### src/inc/operand_address_pkg.sv
// constants and types shared by the operand address generator
package operand_address_pkg;

  localparam int unsigned DATA_W = 8;
  localparam int unsigned ADDR_W = 16;
  localparam int unsigned REG_COUNT = 32;

  // byte register codes
  localparam logic [2:0] CODE_AUX = 3'h0;
  localparam logic [2:0] CODE_ACC = 3'h1;
  localparam logic [2:0] CODE_C = 3'h2;
  localparam logic [2:0] CODE_B = 3'h3;
  localparam logic [2:0] CODE_E = 3'h4;
  localparam logic [2:0] CODE_D = 3'h5;
  localparam logic [2:0] CODE_L = 3'h6;
  localparam logic [2:0] CODE_H = 3'h7;

  // pair codes
  localparam logic [1:0] PAIR_ACC = 2'h0;
  localparam logic [1:0] PAIR_BC = 2'h1;
  localparam logic [1:0] PAIR_DE = 2'h2;
  localparam logic [1:0] PAIR_BASE = 2'h3;

  // fixed opcode bytes
  localparam logic [7:0] OPC_LOAD_ACC_DE = 8'h0B;
  localparam logic [7:0] OPC_LOAD_ACC_BASE_B = 8'hAB;
  localparam logic [7:0] OPC_PUSH_DE = 8'hB5;

  // short direct window
  localparam logic [15:0] SHORT_LOW = 16'hFE20;
  localparam logic [15:0] SHORT_HIGH = 16'hFF1F;
  localparam logic [7:0] SHORT_WRAP_IMM = 8'h20;
  localparam logic [6:0] SHORT_UPPER = 7'h7F;

  // special register space
  localparam logic [15:0] SFR_LOW = 16'hFF00;
  localparam logic [7:0] SFR_UPPER = 8'hFF;
  localparam logic [7:0] SFR_HOLE_LOW = 8'hD0;
  localparam logic [7:0] SFR_HOLE_HIGH = 8'hDF;

  // internal high-speed ram
  localparam logic [15:0] HIGH_RAM_LOW = 16'hFB00;
  localparam logic [15:0] HIGH_RAM_HIGH = 16'hFEFF;

  localparam logic [15:0] ADDR_RESET = 16'h0000;
  localparam logic [15:0] ONE_WORD = 16'h0001;

  typedef enum logic [8:0] {
    MODE_IMPLIED = 9'h001,
    MODE_REGISTER = 9'h002,
    MODE_DIRECT = 9'h004,
    MODE_SHORT_DIRECT = 9'h008,
    MODE_SPECIAL_REG = 9'h010,
    MODE_REG_INDIRECT = 9'h020,
    MODE_BASED = 9'h040,
    MODE_BASED_INDEXED = 9'h080,
    MODE_STACK = 9'h100
  } mode_type;

  typedef enum logic [5:0] {
    IMPL_UNSIGNED_BYTE_MULTIPLY = 6'h01,
    IMPL_UNSIGNED_WORD_DIVIDE = 6'h02,
    IMPL_DECIMAL_ADJUST_AFTER_ADD = 6'h04,
    IMPL_DECIMAL_ADJUST_AFTER_SUB = 6'h08,
    IMPL_DIGIT_ROTATE_RIGHT = 6'h10,
    IMPL_DIGIT_ROTATE_LEFT = 6'h20
  } implied_type;

endpackage

### src/operand_address_generator.sv
// operand address generator: register and memory operand resolution
// Notes on behaviour
// [RQ1] byte multiply reads accumulator byte and operand register, writes product to pair
// [RQ2] word divide reads dividend from accumulator pair, writes quotient there
// [RQ3] both decimal adjust forms correct the accumulator byte
// [RQ4] digit rotates left and right hold their digits in the accumulator byte
// [RQ5] register operand comes from flag-selected bank and a 3-bit opcode code
// [RQ6] byte codes map aux, acc, C, B, E, D, L, H; pairs acc, BC, DE, HL
// [RQ7] direct mode uses the 16-bit immediate unchanged as address
// [RQ8] short direct reaches only FE20H..FF1FH by an 8-bit immediate
// [RQ9] short direct bit 8 cleared for 20H..FFH, set for 00H..1FH
// [RQ10] short window: FE20H..FEFFH is fast ram, FF00H..FF1FH special registers
// [RQ11] software gives even addresses for word short direct accesses
// [RQ12] special register mode reaches FF00H..FFCFH and FFE0H..FFFFH by 8-bit immediate
// [RQ13] software names only even, word-capable special registers for word access
// [RQ14] register indirect uses bank DE or HL pair as full address
// [RQ15] decode 0BH load via DE, ABH load via HL plus B, B5H push DE
// [RQ16] based mode adds zero-extended byte offset to HL, carry dropped
// [RQ17] based indexed adds zero-extended B or C to HL, carry dropped
// [RQ18] push, pop, call, return and interrupt saves address through stack pointer
// [RQ19] stack accesses outside fast ram are refused
// [RQ20] short direct forces bits 15..9 high, immediate in bits 7..0
// [RQ21] special register address has upper byte all ones, immediate low
module operand_address_generator
  import operand_address_pkg::*;
(
  input wire logic clk_sys_i,
  input wire logic reset_i,
  input wire logic clk_en_i,
  input wire logic start_i,
  input wire logic decode_opcode_i,
  input wire mode_type mode_i,
  input wire implied_type implied_op_i,
  input wire logic [7:0] opcode_i,
  input wire logic [15:0] imm_i,
  input wire logic [2:0] reg_code_i,
  input wire logic [1:0] pair_code_i,
  input wire logic pair_op_i,
  input wire logic index_c_i,
  input wire logic stack_push_i,
  input wire logic bank_select_low_flag_i,
  input wire logic bank_select_high_flag_i,
  input wire logic [REG_COUNT-1:0][DATA_W-1:0] gp_regs_i,
  input wire logic [15:0] stack_pointer_i,
  output logic done_o,
  output logic [15:0] addr_o,
  output logic addr_valid_o,
  output logic ram_area_o,
  output logic sfr_area_o,
  output logic fault_o,
  output logic reg_valid_o,
  output logic [4:0] src_index_o,
  output logic src_pair_o,
  output logic [4:0] dst_index_o,
  output logic dst_pair_o,
  output logic [4:0] operand_index_o
);

  wire logic [1:0] bank = {bank_select_high_flag_i, bank_select_low_flag_i};

  // [RQ15] fixed opcode decode
  wire logic opc_load_de = decode_opcode_i && (opcode_i == OPC_LOAD_ACC_DE);
  wire logic opc_load_hl_b = decode_opcode_i && (opcode_i == OPC_LOAD_ACC_BASE_B);
  wire logic opc_push_de = decode_opcode_i && (opcode_i == OPC_PUSH_DE);

  wire mode_type eff_mode = opc_load_de ? MODE_REG_INDIRECT :
                            opc_load_hl_b ? MODE_BASED_INDEXED :
                            opc_push_de ? MODE_STACK : mode_i;
  wire logic [1:0] eff_pair = opc_load_de ? PAIR_DE :
                              opc_push_de ? PAIR_DE : pair_code_i;
  wire logic eff_index_c = opc_load_hl_b ? 1'b0 : index_c_i;
  wire logic eff_push = opc_push_de ? 1'b1 : stack_push_i;

  // [RQ6] register slots in the bank
  wire logic [4:0] byte_index = {bank, reg_code_i};
  wire logic [4:0] pair_index = {bank, eff_pair, 1'b0};
  wire logic [4:0] acc_index = {bank, CODE_ACC};
  wire logic [4:0] acc_pair_index = {bank, PAIR_ACC, 1'b0};
  wire logic [4:0] de_low = {bank, PAIR_DE, 1'b0};
  wire logic [4:0] hl_low = {bank, PAIR_BASE, 1'b0};
  wire logic [4:0] index_reg = {bank, (eff_index_c ? CODE_C : CODE_B)};

  wire logic [15:0] de_value = {gp_regs_i[de_low + 5'h01], gp_regs_i[de_low]};
  wire logic [15:0] hl_value = {gp_regs_i[hl_low + 5'h01], gp_regs_i[hl_low]};

  // [RQ14] indirect pair
  wire logic [15:0] indirect_addr = (eff_pair == PAIR_BASE) ? hl_value : de_value;
  // [RQ16] based sum
  wire logic [15:0] based_addr = hl_value + {8'h00, imm_i[7:0]};
  // [RQ17] based indexed sum
  wire logic [15:0] indexed_addr = hl_value + {8'h00, gp_regs_i[index_reg]};
  // [RQ9] short direct bit 8
  wire logic short_bit8 = imm_i[7:0] < SHORT_WRAP_IMM;
  // [RQ20] short direct layout
  wire logic [15:0] short_addr = {SHORT_UPPER, short_bit8, imm_i[7:0]};
  // [RQ21] special register layout
  wire logic [15:0] sfr_addr = {SFR_UPPER, imm_i[7:0]};
  // [RQ12] hole between the two special ranges
  wire logic sfr_hole = (imm_i[7:0] >= SFR_HOLE_LOW) && (imm_i[7:0] <= SFR_HOLE_HIGH);
  // [RQ18] push goes below the pointer, pop and return read at it
  wire logic [15:0] stack_addr = eff_push ? (stack_pointer_i - ONE_WORD) : stack_pointer_i;
  // [RQ19] stack limited to fast ram
  wire logic stack_ok = (stack_addr >= HIGH_RAM_LOW) && (stack_addr <= HIGH_RAM_HIGH);

  logic [15:0] next_addr;
  logic next_addr_valid;
  logic next_fault;
  logic next_reg_valid;
  logic [4:0] next_src;
  logic next_src_pair;
  logic [4:0] next_dst;
  logic next_dst_pair;
  logic [4:0] next_operand;

  // [RQ10] area flags from the resolved address
  wire logic next_ram = next_addr_valid && (next_addr >= HIGH_RAM_LOW)
                        && (next_addr <= HIGH_RAM_HIGH);
  wire logic next_sfr = next_addr_valid && (next_addr >= SFR_LOW);

  always_comb begin
    next_addr = ADDR_RESET;
    next_addr_valid = 1'b0;
    next_fault = 1'b0;
    next_reg_valid = 1'b0;
    next_src = acc_index;
    next_src_pair = 1'b0;
    next_dst = acc_index;
    next_dst_pair = 1'b0;
    next_operand = acc_index;
    case (eff_mode)
      MODE_IMPLIED: begin
        next_reg_valid = 1'b1;
        case (implied_op_i)
          IMPL_UNSIGNED_BYTE_MULTIPLY: begin
            // [RQ1] multiply operands
            next_operand = byte_index;
            next_dst = acc_pair_index;
            next_dst_pair = 1'b1;
          end
          IMPL_UNSIGNED_WORD_DIVIDE: begin
            // [RQ2] divide in accumulator pair
            next_src = acc_pair_index;
            next_src_pair = 1'b1;
            next_dst = acc_pair_index;
            next_dst_pair = 1'b1;
          end
          // [RQ3] decimal adjust on accumulator
          IMPL_DECIMAL_ADJUST_AFTER_ADD, IMPL_DECIMAL_ADJUST_AFTER_SUB: begin
            next_src = acc_index;
          end
          // [RQ4] digit rotate on accumulator
          IMPL_DIGIT_ROTATE_RIGHT, IMPL_DIGIT_ROTATE_LEFT: begin
            next_src = acc_index;
          end
          default: begin
            next_reg_valid = 1'b0;
            next_fault = 1'b1;
          end
        endcase
      end
      MODE_REGISTER: begin
        // [RQ5] bank and code select
        next_reg_valid = 1'b1;
        next_src = pair_op_i ? pair_index : byte_index;
        next_src_pair = pair_op_i;
        next_dst = pair_op_i ? pair_index : byte_index;
        next_dst_pair = pair_op_i;
      end
      MODE_DIRECT: begin
        // [RQ7] immediate address
        next_addr = imm_i;
        next_addr_valid = 1'b1;
      end
      MODE_SHORT_DIRECT: begin
        // [RQ8] fixed window
        next_addr = short_addr;
        next_addr_valid = 1'b1;
      end
      MODE_SPECIAL_REG: begin
        next_addr = sfr_addr;
        next_addr_valid = !sfr_hole;
        next_fault = sfr_hole;
      end
      MODE_REG_INDIRECT: begin
        next_addr = indirect_addr;
        next_addr_valid = 1'b1;
      end
      MODE_BASED: begin
        next_addr = based_addr;
        next_addr_valid = 1'b1;
      end
      MODE_BASED_INDEXED: begin
        next_addr = indexed_addr;
        next_addr_valid = 1'b1;
        next_operand = index_reg;
      end
      MODE_STACK: begin
        next_addr = stack_addr;
        next_addr_valid = stack_ok;
        next_fault = !stack_ok;
        // pair being saved or restored
        next_reg_valid = 1'b1;
        next_src = pair_index;
        next_src_pair = 1'b1;
        next_dst = pair_index;
        next_dst_pair = 1'b1;
      end
      default: begin
        next_fault = 1'b1;
      end
    endcase
  end

  always_ff @(posedge clk_sys_i) begin
    if (reset_i) begin
      done_o <= 1'b0;
    end else if (clk_en_i) begin
      done_o <= start_i;
    end
  end

  always_ff @(posedge clk_sys_i) begin
    if (reset_i) begin
      addr_o <= ADDR_RESET;
      addr_valid_o <= 1'b0;
      ram_area_o <= 1'b0;
      sfr_area_o <= 1'b0;
      fault_o <= 1'b0;
    end else if (clk_en_i && start_i) begin
      addr_o <= next_addr;
      addr_valid_o <= next_addr_valid;
      ram_area_o <= next_ram;
      sfr_area_o <= next_sfr;
      fault_o <= next_fault;
    end
  end

  always_ff @(posedge clk_sys_i) begin
    if (reset_i) begin
      reg_valid_o <= 1'b0;
      src_index_o <= 5'h00;
      src_pair_o <= 1'b0;
      dst_index_o <= 5'h00;
      dst_pair_o <= 1'b0;
      operand_index_o <= 5'h00;
    end else if (clk_en_i && start_i) begin
      reg_valid_o <= next_reg_valid;
      src_index_o <= next_src;
      src_pair_o <= next_src_pair;
      dst_index_o <= next_dst;
      dst_pair_o <= next_dst_pair;
      operand_index_o <= next_operand;
    end
  end
endmodule // operand_address_generator

### config.mk
export PLATFORM = sky130hd
export DESIGN_NAME = operand_address_generator
export DESIGN_NICKNAME = d
export VERILOG_FILES = /design/src/inc/operand_address_pkg.sv /design/src/operand_address_generator.sv
export SDC_FILE = /design/constraint.sdc
export NUM_CORES = 1
export LEC_CHECK = 0
export BUFFER_PORTS_ARGS = -buffer_cell sky130_fd_sc_hd__buf_2
export CAP_MARGIN = 0
export CORE_AREA = 2 2 144 146
export CTS_CLUSTER_SIZE = 30
export DETAILED_ROUTE_END_ITERATION = 10
export DIE_AREA = 0 0 146 148
export GPL_ROUTABILITY_DRIVEN = 0
export PLACE_DENSITY_LB_ADDON = 0.2
export SYNTH_ARGS = -nofsm -noshare
export SYNTH_HDL_FRONTEND = slang
export SYNTH_SLANG_ARGS = --single-unit
### constraint.sdc
create_clock -name clk_sys_i -period 7.1 [get_ports clk_sys_i]
set_clock_uncertainty 0.1 [all_clocks]
set_input_delay 2.13 -clock clk_sys_i [delete_from_list [all_inputs] [get_ports clk_sys_i]]
set_output_delay 2.13 -clock clk_sys_i [all_outputs]
set_load 0.02 [all_outputs]
==> reports/qor_table.md, run 1 <==
| Item | Value |
|---|---|
| Outcome | finished, final reports clean |
| Root Buffer Master | clkbuf_16 |
| Warning count from the yosys run | 0 |
| Width of the die | 146 um |
| Total power consumption of the routed design | 732.5 uW |
| Proportion of layout cells with a drive suffix above 1 | 48.71% |
| Leakage power summed over all cells | 0.002885 uW |
| Initial Util | 23.58% |
| Area share of the largest cell type after synthesis | 22.88% |
| Count of mapped cells out of synthesis | 530 |
| Synthesized Nets | 866 |
| Kind of capture point of the worst setup path | flip-flop |
| Vias per cell | 4.959 |
| Maximum number of pins on one net before global-route repair | 47 |
| # resized after CTS | 0 |
| I/O pin total | 365 |
| Type of the worst setup path | primary input to flip-flop |
| Die extent in y | 148 um |
| Number of library cell types mapped by synthesis | 76 |
| Final critical path time including I/O delays and setup | 6.531 ns |
| Number of design rule violations left after detail routing | 0 |
| Placement Rows | 52 |
| Cell internal pwr | 485.6 uW |
| Routed wire length per instance | 18.55 um |
| Diode insertion count for antenna repair | 0 |
| Die Footprint | 21610 sq um |
| Clock tree from TritonCTS | yes |
| Highest-delay cell along the critical path | or4_1 |
| Proportion of power drawn by the clock network | 27.8% |
| Arrival time at the worst endpoint | 6.62 ns |
| Period utilisation layout | 91.99% |
| Non-filler instance count after layout | 1081 |
| Global-route wire length before repair | 29680 um |
| Area delta synth->final | 39.63% |
| Tightest Pin Transition | 0.9673 ns |
| Maximum level of the CTS H-tree | 2 |
| Reg power frac | 27.2% |
| Unrepaired setup endpoints after global routing | no |
| Core area | 20040 sq um |
| Prevailing post-synth register cell | dfxtp_1 |
| Top fanout value on the critical path | 7 |
| Number of global-route vias before repair | 5338 |
| Total of fill cells in the finished design | 2219 |
| Remaining max-slew budget at the tightest pin | 35.45% |
| Critical Path, Cell by Cell | buf_2 > nand4bb_4 > a211oi_2 > o22ai_2 > o21bai_1 > buf_4 > o21ai_0 > ha_1 > inv_1 > fa_1 > nor2b_1 > o2111ai_1 > a31oi_4 > nand2_1 > xnor2_1 > a211oi_1 > or4_1 > or3_1 > o31ai_1 |
| Max-cap check violation count | 0 |
| Number of clock sinks | 33 |
| Final layout net count | 1146 |
| Mean post-synth cell area | 8.917 sq um |
| Async set-reset flop share out of synthesis | 0% |
| Share of synthesized area occupied by flip-flops and latches | 13.98% |
| Dpl hpwl | 17370 um |
| Post-CTS setup-driven buffer insertion count | 0 |
| Final number of max-transition violations | 0 |
| Clock buffer count from CTS | 5 |
| Flop-to-flop setup slack | 6.25 ns |
| Via Count | 5361 |
| Initial detailed-routing violation count | 225 |
| Number of synthesized flops with an enable pin | 0 |
| Initial antenna violation count | 1 |
| Congestion Overflow GR | 0 |
| Setup TNS | 0 ns |
| Core Util, Final | 32.93% |
| Cell Count Post-Placement | 1073 |
| Final hold viol count | 0 |
| Post-CTS clock slew at the launch and capture registers of the worst setup and hold paths | 0.05 ns |
| Sequential standard cell area | 660.6 sq um |
| Dominant cells by area after synthesis | mux4_2 (23%), dfxtp_1 (14%), mux2i_1 (5.5%), nor2_1 (4.4%), a21oi_1 (3.9%) |
| Switching pwr | 246.9 uW |
| Netlist area before placement | 4726 sq um |
| Total area of multi-input combinational cells | 3830 sq um |
| Count of buffers from port buffering | 300 |
| Number of antenna-violating nets in the routed design | 0 |
| Proportion of power drawn by combinational gates | 45.0% |
| Combined global-route utilization of all metal layers | 17.46% |
| CTS max path bufs | 2 |
| Iteration count of the initial detailed-routing pass | 4 |
| Number of hold-repair buffers added at the cts stage | 0 |
| Fmax | 153.1 MHz |
| Total detailed-routing wirelength | 20060 um |
| Dominant cell type by area after synthesis | mux4_2 |
| Worst EP required | 7.19 ns |
| Insertion delay of the later-clocked pin in the worst-skew pair | 0.27 ns |
| Worst Setup Start Kind | primary input |
| Maximum resistive drop on vdd | 0.00006304 V |
| Biggest cell delay along the critical path | 0.48 ns |
| Path type of the worst min-delay path | flip-flop to flip-flop |
| Power Density | 111.0 nW/um^2 |
| Switching Fraction | 33.70% |
| Final hold slack | 0.3457 ns |
| Final Setup Violations | 0 |
| Number of storage elements in the synthesis netlist | 33 |
[flip-flops by register name, indices dropped and copies added (netlist names)]
register	count
addr_o	16
src_index_o	5
operand_index_o	3
addr_valid_o	1
done_o	1
dst_index_o	1
dst_pair_o	1
fault_o	1
ram_area_o	1
reg_valid_o	1
sfr_area_o	1
src_pair_o	1
[synthesized netlist by cell type (4+ instances only)]
cell type	instances
o21a_1	4
dfxtp_1	33
nor3_1	15
o2111ai_1	4
o221ai_1	6
inv_1	8
mux4_2	48
mux2i_1	26
or3_1	7
nor2b_1	8
a211oi_1	19
o21ai_0	29
buf_2	8
o211ai_1	5
o22ai_1	9
xor2_1	13
nand3_1	7
clkbuf_1	18
xnor2_1	18
a31oi_1	4
nor2_1	55
buf_1	4
ha_1	9
a21oi_1	37
buf_4	7
nor4_1	6
nand2_1	44
[worst paths after layout]
| path | to | depth (start not counted) | start |
|---|---|---|---|
| max | ram_area_o | 19 | opcode_i[3] |
| min | operand_index_o[2] | 2 | operand_index_o[2] |
| max reg2reg | reg_valid_o | 2 | reg_valid_o |
| min reg2reg | operand_index_o[2] | 2 | operand_index_o[2] |
[metal layers]
metal  up-vias  wire (um)  GRT usage [%]
li1       2633          -              -
met1      2483       8690          22.98
met2       227       9841          30.92
met3        16       1268          2.685
met4         2        247          2.621
met5         -          7              0
[per-stage QoR]
stage	instance area, sq um	worst slack, ns
final	6599	0.5687
after global routing	6599	0.1864
after CTS	6599	0.5734
after detailed placement	6460	0.2869
after global placement	6460	0.3148
after floorplan	4726	0.3252
[cells in the final DEF, fill, tap and decap left out, types with 9 or more instances in the layout]
master and count:
mux2i_1 26, ha_1 9, mux4_2 48, nor3_1 15
xnor2_1 18, dfxtp_1 33, o22ai_1 9, nor2_1 55
buf_2 299, buf_4 14, a21oi_1 37, o21ai_0 29
xor2_1 13, a211oi_1 19, nand2_1 44
[critical path, delay by kind of cell]
family | cells | cell delay (ns)
xor gates and xnor gates | 1 | 0.15
and+or+nand+nor | 5 | 1.39
buffers and inverters | 3 | 0.42
adders and majority gates | 2 | 0.61
AOI/OAI and AO/OA | 8 | 1.90
[power groups by stage]
stage	logic, uW	clock network (uW)	registers [uW]
3_5_place_dp	333	0	203
6_report	330	203	199
5_1_grt	362	222	200
2_1_floorplan	184	0	214
4_1_cts	334	212	199
3_3_place_gp	331	0	203
[cell families after synthesis]
logic type | synth area share [%]
AO/OA/AOI/OAI | 22.48
adder cells (fa/ha/maj) | 2.807
multiplexers | 28.38
AND/OR/NAND/NOR | 21.63
XOR/XNOR | 5.745
flip-flops | 13.98
buffers and inverters | 4.977
[layout make-up]
class / instances / area share, %
Timing Repair Buffer: 313 / 24.27
Clock inverter: 2 / 0.1517
Tap cell: 270 / 5.119
Inverter: 8 / 0.4551
Clock buffer: 6 / 1.953
Multi-Input combinational cell: 449 / 58.04
Sequential cell: 33 / 10.01
Power figures use the tool's default switching activity.
==> run 2: changes to the inputs <==
clock period = 7.2 ns   (was 7.1 ns; I/O delays follow)
==> run 2 against run 1 <==
- register-to-register slack better by 0.13 ns
- combinational power about the same
- sequential power about the same
- critical endpoint unchanged
- largest power group unchanged
- utilization about the same
- wire length down 1.0%
- worst setup slack worse by 0.032 ns
- via count down 0.76%
- design area about the same
==> reports/qor_table.md, run 2 (synthesis results as in run 1) <==
| Item | Value | Change |
|---|---|---|
| Setup TNS | 0 ns | unchanged |
| Dpl hpwl | 17300 um | -0.43% |
| Number of antenna-violating nets in the routed design | 0 | unchanged |
| Area delta synth->final | 39.74% | about the same |
| Initial detailed-routing violation count | 194 | -14% |
| Proportion of layout cells with a drive suffix above 1 | 48.40% | -0.31 points |
| Core Util, Final | 32.95% | about the same |
| Arrival time at the worst endpoint | 6.75 ns | +0.13 ns |
| Die extent in y | 148 um | unchanged |
| Met3 WL post-DR | 1149 um | -9.4% |
| Width of the die | 146 um | unchanged |
| Final number of max-transition violations | 0 | unchanged |
| Number of flip-flops in the largest register | 16 | unchanged |
| Total detailed-routing wirelength | 19860 um | -1.0% |
| Combined global-route utilization of all metal layers | 17.61% | +0.15 points |
| Root Buffer Master | clkbuf_16 |  |
| Iteration count of the initial detailed-routing pass | 5 | +1 |
| Hold wc startpoint | fault_o |  |
| Fmax | 150.1 MHz |  |
| Initial antenna violation count | 2 | +1 |
| Post-CTS clock slew at the launch and capture registers of the worst setup and hold paths | 0.05 ns | about the same |
| R2r worst-path depth | 2 | unchanged |
| Placement Rows | 52 | unchanged |
| CTS max path bufs | 2 | unchanged |
| Maximum level of the CTS H-tree | 2 | unchanged |
| Uppermost metal layer occupied by signal nets | met5 |  |
| Sequential standard cell area | 660.6 sq um | unchanged |
| Path type of the worst min-delay path | flip-flop to flip-flop |  |
| Cell depth of the worst min-delay path | 2 | unchanged |
| Outcome | finished, final reports clean |  |
| Number of design rule violations left after detail routing | 0 | unchanged |
| Remaining max-slew budget at the tightest pin | 35.25% | -0.19 points |
| Period utilisation layout | 92.54% |  |
| Most flops, register | addr_o |  |
| Tightest Pin Transition | 0.9702 ns | +0.002886 ns |
| Clock buffer count from CTS | 5 | unchanged |
| Leading cell types in the layout, fill and taps excluded | buf_2 (299), nor2_1 (55), mux4_2 (48) |  |
| Insertion delay of the later-clocked pin in the worst-skew pair | 0.27 ns | about the same |
| Final critical path time including I/O delays and setup | 6.663 ns |  |
| Number of clock sinks | 33 | unchanged |
| End of the worst register-to-register path | operand_index_o[1] |  |
| Wire length on met1 | 8706 um | +0.18% |
| Met2 wire length | 9694 um | -1.5% |
| Power Density | 109.8 nW/um^2 | -1.1% |
| Initial Util | 23.58% | unchanged |
| Leakage power summed over all cells | 0.002880 uW | -0.19% |
| I/O pin total | 365 | unchanged |
| Vias per cell | 4.921 | -0.76% |
| Endpoint of the worst hold-timing path | fault_o |  |
| Number of global-route vias before repair | 5283 | -1.0% |
| Global-route wire length before repair | 29890 um | +0.72% |
| Count of buffers from port buffering | 300 | unchanged |
| R2r startpoint | operand_index_o[1] |  |
| Congestion Overflow GR | 0 | unchanged |
| Kind of capture point of the worst setup path | flip-flop |  |
| Max-cap check violation count | 0 | unchanged |
| Worst EP required | 7.29 ns | +0.10 ns |
| Routed wire length per instance | 18.37 um | -1.0% |
| Via Count | 5320 | -0.76% |
| Type of the worst setup path | primary input to flip-flop |  |
| Total area of multi-input combinational cells | 3830 sq um | unchanged |
| # resized after CTS | 0 | unchanged |
| Core area | 20040 sq um | unchanged |
| Registers with the most flip-flops | addr_o: 16 flops, src_index_o: 5 flops, operand_index_o: 3 flops |  |
| Top fanout value on the critical path | 17 | +10 |
| Final Setup Violations | 0 | unchanged |
| Number of hold-repair buffers added at the cts stage | 0 | unchanged |
| Clock tree from TritonCTS | yes |  |
| Commonest non-fill, non-tap cell in the layout | buf_2 |  |
| Final hold viol count | 0 | unchanged |
| Maximum resistive drop on vdd | 0.00006999 V | +11% |
| Post-CTS setup-driven buffer insertion count | 0 | unchanged |
| Total of fill cells in the finished design | 2225 | +0.27% |
| Maximum number of pins on one net before global-route repair | 34 | -28% |
| Die Footprint | 21610 sq um | unchanged |
| Unrepaired setup endpoints after global routing | no |  |
| Flop-to-flop setup slack | 6.38 ns | +0.13 ns |
| Final layout net count | 1145 | -0.087% |
| Worst Setup Start Kind | primary input |  |
==> run 2: cell count changes in the layout (fill, tap and decap cells not counted) <==
| cell | change |
|---|---|
| buf_12 | +1 |
| buf_4 | -2 |
| clkbuf_1 | +2 |
| clkinv_2 | -2 |
| diode_2 | +1 |
==> run 2: worst max path at each step <==
stage          cells after the start  slack [ns]         from          to
2_1_floorplan                     21        0.40  opcode_i[6]  ram_area_o
3_3_place_gp                      20        0.28  opcode_i[4]  sfr_area_o
3_5_place_dp                      20        0.25  opcode_i[4]  ram_area_o
4_1_cts                           20        0.53  opcode_i[4]  ram_area_o
5_1_grt                           20        0.18  opcode_i[4]  sfr_area_o
6_report                          20        0.54  opcode_i[4]  ram_area_o
==> run 2: per-layer routing <==
metal  vias to the layer above  global-route usage, %
met5                         -                      0
met1                      2458                  23.76
met2                       217                  30.64
met3                        16                  2.068
li1                       2627                      -
met4                         2                  3.301
==> run 2: where the power goes <==
group          total [uW]  switching (uW)  internal (uW)
clock                 201            72.9            128
combinational         327             165            162
sequential            196            4.55            192
total                 725             243            482
==> run 2: critical path, stage by stage <==
cell,delay [ns]
buf_2,0.12
nand4bb_4,0.28
nor3_2,0.44
nand2b_1,0.21
buf_12,0.17
mux4_2,0.20
mux2i_1,0.06
o21ai_0,0.18
ha_1,0.22
inv_1,0.06
fa_1,0.39
nor2b_1,0.19
o2111ai_1,0.26
a31oi_4,0.31
nand2_1,0.09
xnor2_1,0.17
a211oi_1,0.18
or4_1,0.48
or3_1,0.34
o31ai_1,0.22
==> run 2: metrics by stage <==
step,total power (uW),std cells,area [sq um],hold WS (ns),worst slack [ns]
after global placement,528.7,1072,6465,0.3395,0.2796
final,725.1,1081,6604,0.3551,0.5368
after global routing,772.8,1081,6604,0.3833,0.1793
after CTS,733.0,1080,6601,0.3562,0.5275
after detailed placement,530.9,1072,6465,0.3463,0.2519
after floorplan,392.4,530,4726,0.4296,0.3952
==> run 2: layout make-up <==
class                           count  area share, %
Antenna cell                        1        0.03789
Clock buffer                        8          2.065
Inverter                            8         0.4547
Multi-Input combinational cell    449          58.00
Sequential cell                    33          10.00
Tap cell                          270          5.116
Timing Repair Buffer              312          24.33
==> run 3: changes to the inputs <==
ABC_AREA = 1   (was not set)
CORE_AREA = 2 2 140 142   (was 2 2 144 146)
DIE_AREA = 0 0 142 144   (was 0 0 146 148)
==> run 3 against run 2 <==
- synthesized cell count rose by 92%
- non-clock buffer count fell by 2
- via count rose by 38%
- first-iteration DRC count rose by 93%
- clock power rose by 24%
- critical endpoint unchanged
- largest cell class unchanged
==> reports/qor_table.md, run 3 <==
| Item | Value | Change |
|---|---|---|
| Routed wire length per instance | 14.82 um | -19% |
| Unrepaired setup endpoints after global routing | no |  |
| Tightest Pin Transition | 0.7157 ns | -0.2545 ns |
| Root Buffer Master | clkbuf_16 |  |
| Top fanout value on the critical path | 14 | -3 |
| Path type of the worst min-delay path | flip-flop to flip-flop |  |
| Arrival time at the worst endpoint | 6.54 ns | -0.21 ns |
| Async set-reset flop share out of synthesis | 0% | unchanged |
| Outcome | finished, final reports clean |  |
| Initial detailed-routing violation count | 374 | +93% |
| Initial antenna violation count | 3 | +1 |
| Final layout net count | 1615 | +41% |
| # resized after CTS | 0 | unchanged |
| Width of the die | 142 um | -2.7% |
| Total detailed-routing wirelength | 22500 um | +13% |
| Die Footprint | 20450 sq um | -5.4% |
| Dpl hpwl | 18870 um | +9.1% |
| Kind of capture point of the worst setup path | flip-flop |  |
| Remaining max-slew budget at the tightest pin | 52.17% | +17 points |
| Final hold viol count | 0 | unchanged |
| Area share of the largest cell type after synthesis | 20.36% | -2.5 points |
| Fmax | 155.7 MHz | +3.8% |
| Top cell types by occurrence after synthesis | nand2_1 (293), nor2_1 (152), inv_1 (100) |  |
| Number of global-route vias before repair | 6606 | +25% |
| Top delay family on crit path | simple AND/OR/NAND/NOR gates |  |
| I/O pin total | 365 | unchanged |
| Worst path depth | 32 | +60% |
| Type of the worst setup path | primary input to flip-flop |  |
| Final number of max-transition violations | 0 | unchanged |
| Dominant cells by area after synthesis | nand2_1 (20%), dfxtp_1 (12%), nor2_1 (11%), nand3_1 (7.6%), inv_1 (6.9%) |  |
| Total of fill cells in the finished design | 2215 | -0.45% |
| Setup TNS | 0 ns | unchanged |
| Congestion Overflow GR | 0 | unchanged |
| Period utilisation layout | 89.20% | -3.3 points |
| Insertion delay of the later-clocked pin in the worst-skew pair | 0.28 ns | about the same |
| Prevailing post-synth register cell | dfxtp_1 |  |
| Placement Rows | 51 | -1.9% |
| Maximum level of the CTS H-tree | 2 | unchanged |
| Maximum resistive drop on vdd | 0.00009326 V | +33% |
| Warning count from the yosys run | 0 | unchanged |
| Netlist area before placement | 5403 sq um | +14% |
| Via Count | 7335 | +38% |
| Leading cell types in the layout, fill and taps excluded | buf_2 (300), nand2_1 (293), nor2_1 (152) |  |
| Most prevalent standard cell on the critical path | nand2_1 |  |
| Number of hold-repair buffers added at the cts stage | 0 | unchanged |
| Share of synthesized area occupied by flip-flops and latches | 12.23% | -1.8 points |
| Biggest cell delay along the critical path | 0.40 ns | -0.08 ns |
| Dominant cell type by area after synthesis | nand2_1 |  |
| Vias per cell | 4.832 | -1.8% |
| Post-CTS setup-driven buffer insertion count | 0 | unchanged |
| Most flops, register | addr_o |  |
| Clock tree from TritonCTS | yes |  |
| Number of library cell types mapped by synthesis | 48 | -37% |
| Max-cap check violation count | 0 | unchanged |
| Mean post-synth cell area | 5.323 sq um | -40% |
| Leakage power summed over all cells | 0.003938 uW | +37% |
| Count of buffers from port buffering | 300 | unchanged |
| Area delta synth->final | 32.98% |  |
| Number of synthesized flops with an enable pin | 0 | unchanged |
| Commonest non-fill, non-tap cell in the layout | buf_2 |  |
| R2r worst-path depth | 4 | +2 |
| Clock buffer count from CTS | 5 | unchanged |
| Post-detailed-placement cell area | 7013 sq um | +8.5% |
| Core Util, Final | 37.65% | +4.7 points |
| Maximum number of pins on one net before global-route repair | 60 | +76% |
| Most frequent cell after synthesis | nand2_1 |  |
| Worst Setup Start Kind | primary input |  |
| Post-CTS clock slew at the launch and capture registers of the worst setup and hold paths | 0.06 ns | about the same |
| Number of clock sinks | 33 | unchanged |
| Total power consumption of the routed design | 776.5 uW | +7.1% |
| Combined global-route utilization of all metal layers | 21.02% | +3.4 points |
| Worst EP required | 7.32 ns | +0.03 ns |
| Iteration count of the initial detailed-routing pass | 5 | unchanged |
| Highest-delay cell along the critical path | a21oi_2 |  |
| Global-route wire length before repair | 33990 um | +14% |
| Cell depth of the worst min-delay path | 2 | unchanged |
| Registers with the most flip-flops | addr_o: 16 flops, src_index_o: 5 flops, operand_index_o: 3 flops |  |
| Count of mapped cells out of synthesis | 1015 | +92% |
| Combined buffer and inverter count along the critical path | 7 | +4 |
| Diode insertion count for antenna repair | 0 | -1 |
| Synthesized Nets | 1351 | +56% |
| CTS max path bufs | 2 | unchanged |
| Number of antenna-violating nets in the routed design | 0 | unchanged |
| Non-Filler Cell Area, Final | 7184 sq um | +8.8% |
| Proportion of layout cells with a drive suffix above 1 | 29.14% | -19 points |
| Final critical path time including I/O delays and setup | 6.422 ns | -0.2409 ns |
| Initial Util | 28.32% | +4.7 points |
| Core area | 19080 sq um | -4.8% |
| Final Setup Violations | 0 | unchanged |
| Number of design rule violations left after detail routing | 0 | unchanged |
| Power Density | 108.1 nW/um^2 | -1.6% |
| Number of flip-flops in the largest register | 16 | unchanged |
| Number of storage elements in the synthesis netlist | 33 | unchanged |
| Die extent in y | 144 um | -2.7% |
-- run 3: changes by cell type after synthesis, sizes merged, moves of 20 or more --
cell / change
mux4: -48
inv: +103
nor2: +105
a21oi: +34
o21ai: +35
nand2: +259
a211oi: -20
nand3: +87
mux2i: -25
-- run 3: cell type report --
type | count | area, sq um | share of cell area [%]
clock buffers | 5 | 125.1 | 1.742
clock inverters | 3 | 46.29 | 0.6444
well taps | 238 | 297.8 | 4.145
inverters | 113 | 424.2 | 5.904
multi-input cells | 816 | 4054 | 56.43
flip-flops and latches | 33 | 660.6 | 9.195
repair buffers | 310 | 1577 | 21.94
-- run 3: path summary, 6_finish.rpt --
kind	endpoint	slack, ns	start
max	ram_area_o	0.78	opcode_i[6]
min	done_o	0.36	done_o
max reg2reg	addr_o[9]	6.39	addr_o[9]
min reg2reg	done_o	0.36	done_o
-- run 3: worst reg2reg max path: stages, from the launching register on --
cell and delay, ns:
dfxtp_1 0.32, nor2_1 0.11, nor2_1 0.04, o21ai_0 0.08, inv_1 0.05
-- run 3: where the power goes --
part / total [uW] / internal [uW] / switching [uW] / leakage (uW)
Combinational: 332 / 133 / 199 / 0.00359
Clock: 250 / 164 / 85.9 / 0.0000800
Sequential: 195 / 190 / 4.22 / 0.000270
-- run 3: cells by family (layout without fill, tap and decap cells) --
group | after synthesis | count (layout) | share of synthesized area (%)
and+or+nand+nor | 591 | 591 | 48.10
AOI/OAI and AO/OA | 198 | 198 | 21.70
buffers and inverters | 166 | 431 | 12.74
DFF | 33 | 33 | 12.23
xor gates and xnor gates | 16 | 16 | 2.594
adders and majority gates | 10 | 10 | 2.455
muxes | 1 | 1 | 0.1853
-- run 3: through the flow --
step                instances  hold slack, ns  setup slack, ns
detailed placement       1510          0.3496           0.5349
finish                   1518          0.3593           0.7778
floorplan                1015          0.4356            1.494
global placement         1510          0.3464           0.5839
CTS                      1518          0.3594           0.8004
global route             1518          0.3765           0.3212
-- run 3: routing by layer --
layer	GRT usage (%)	wire length, um	up-vias
li1	-	-	3852
met1	27.69	10250	3196
met2	36.89	10450	264
met3	3.046	1459	19
met4	3.632	310	4
met5	0	24	-
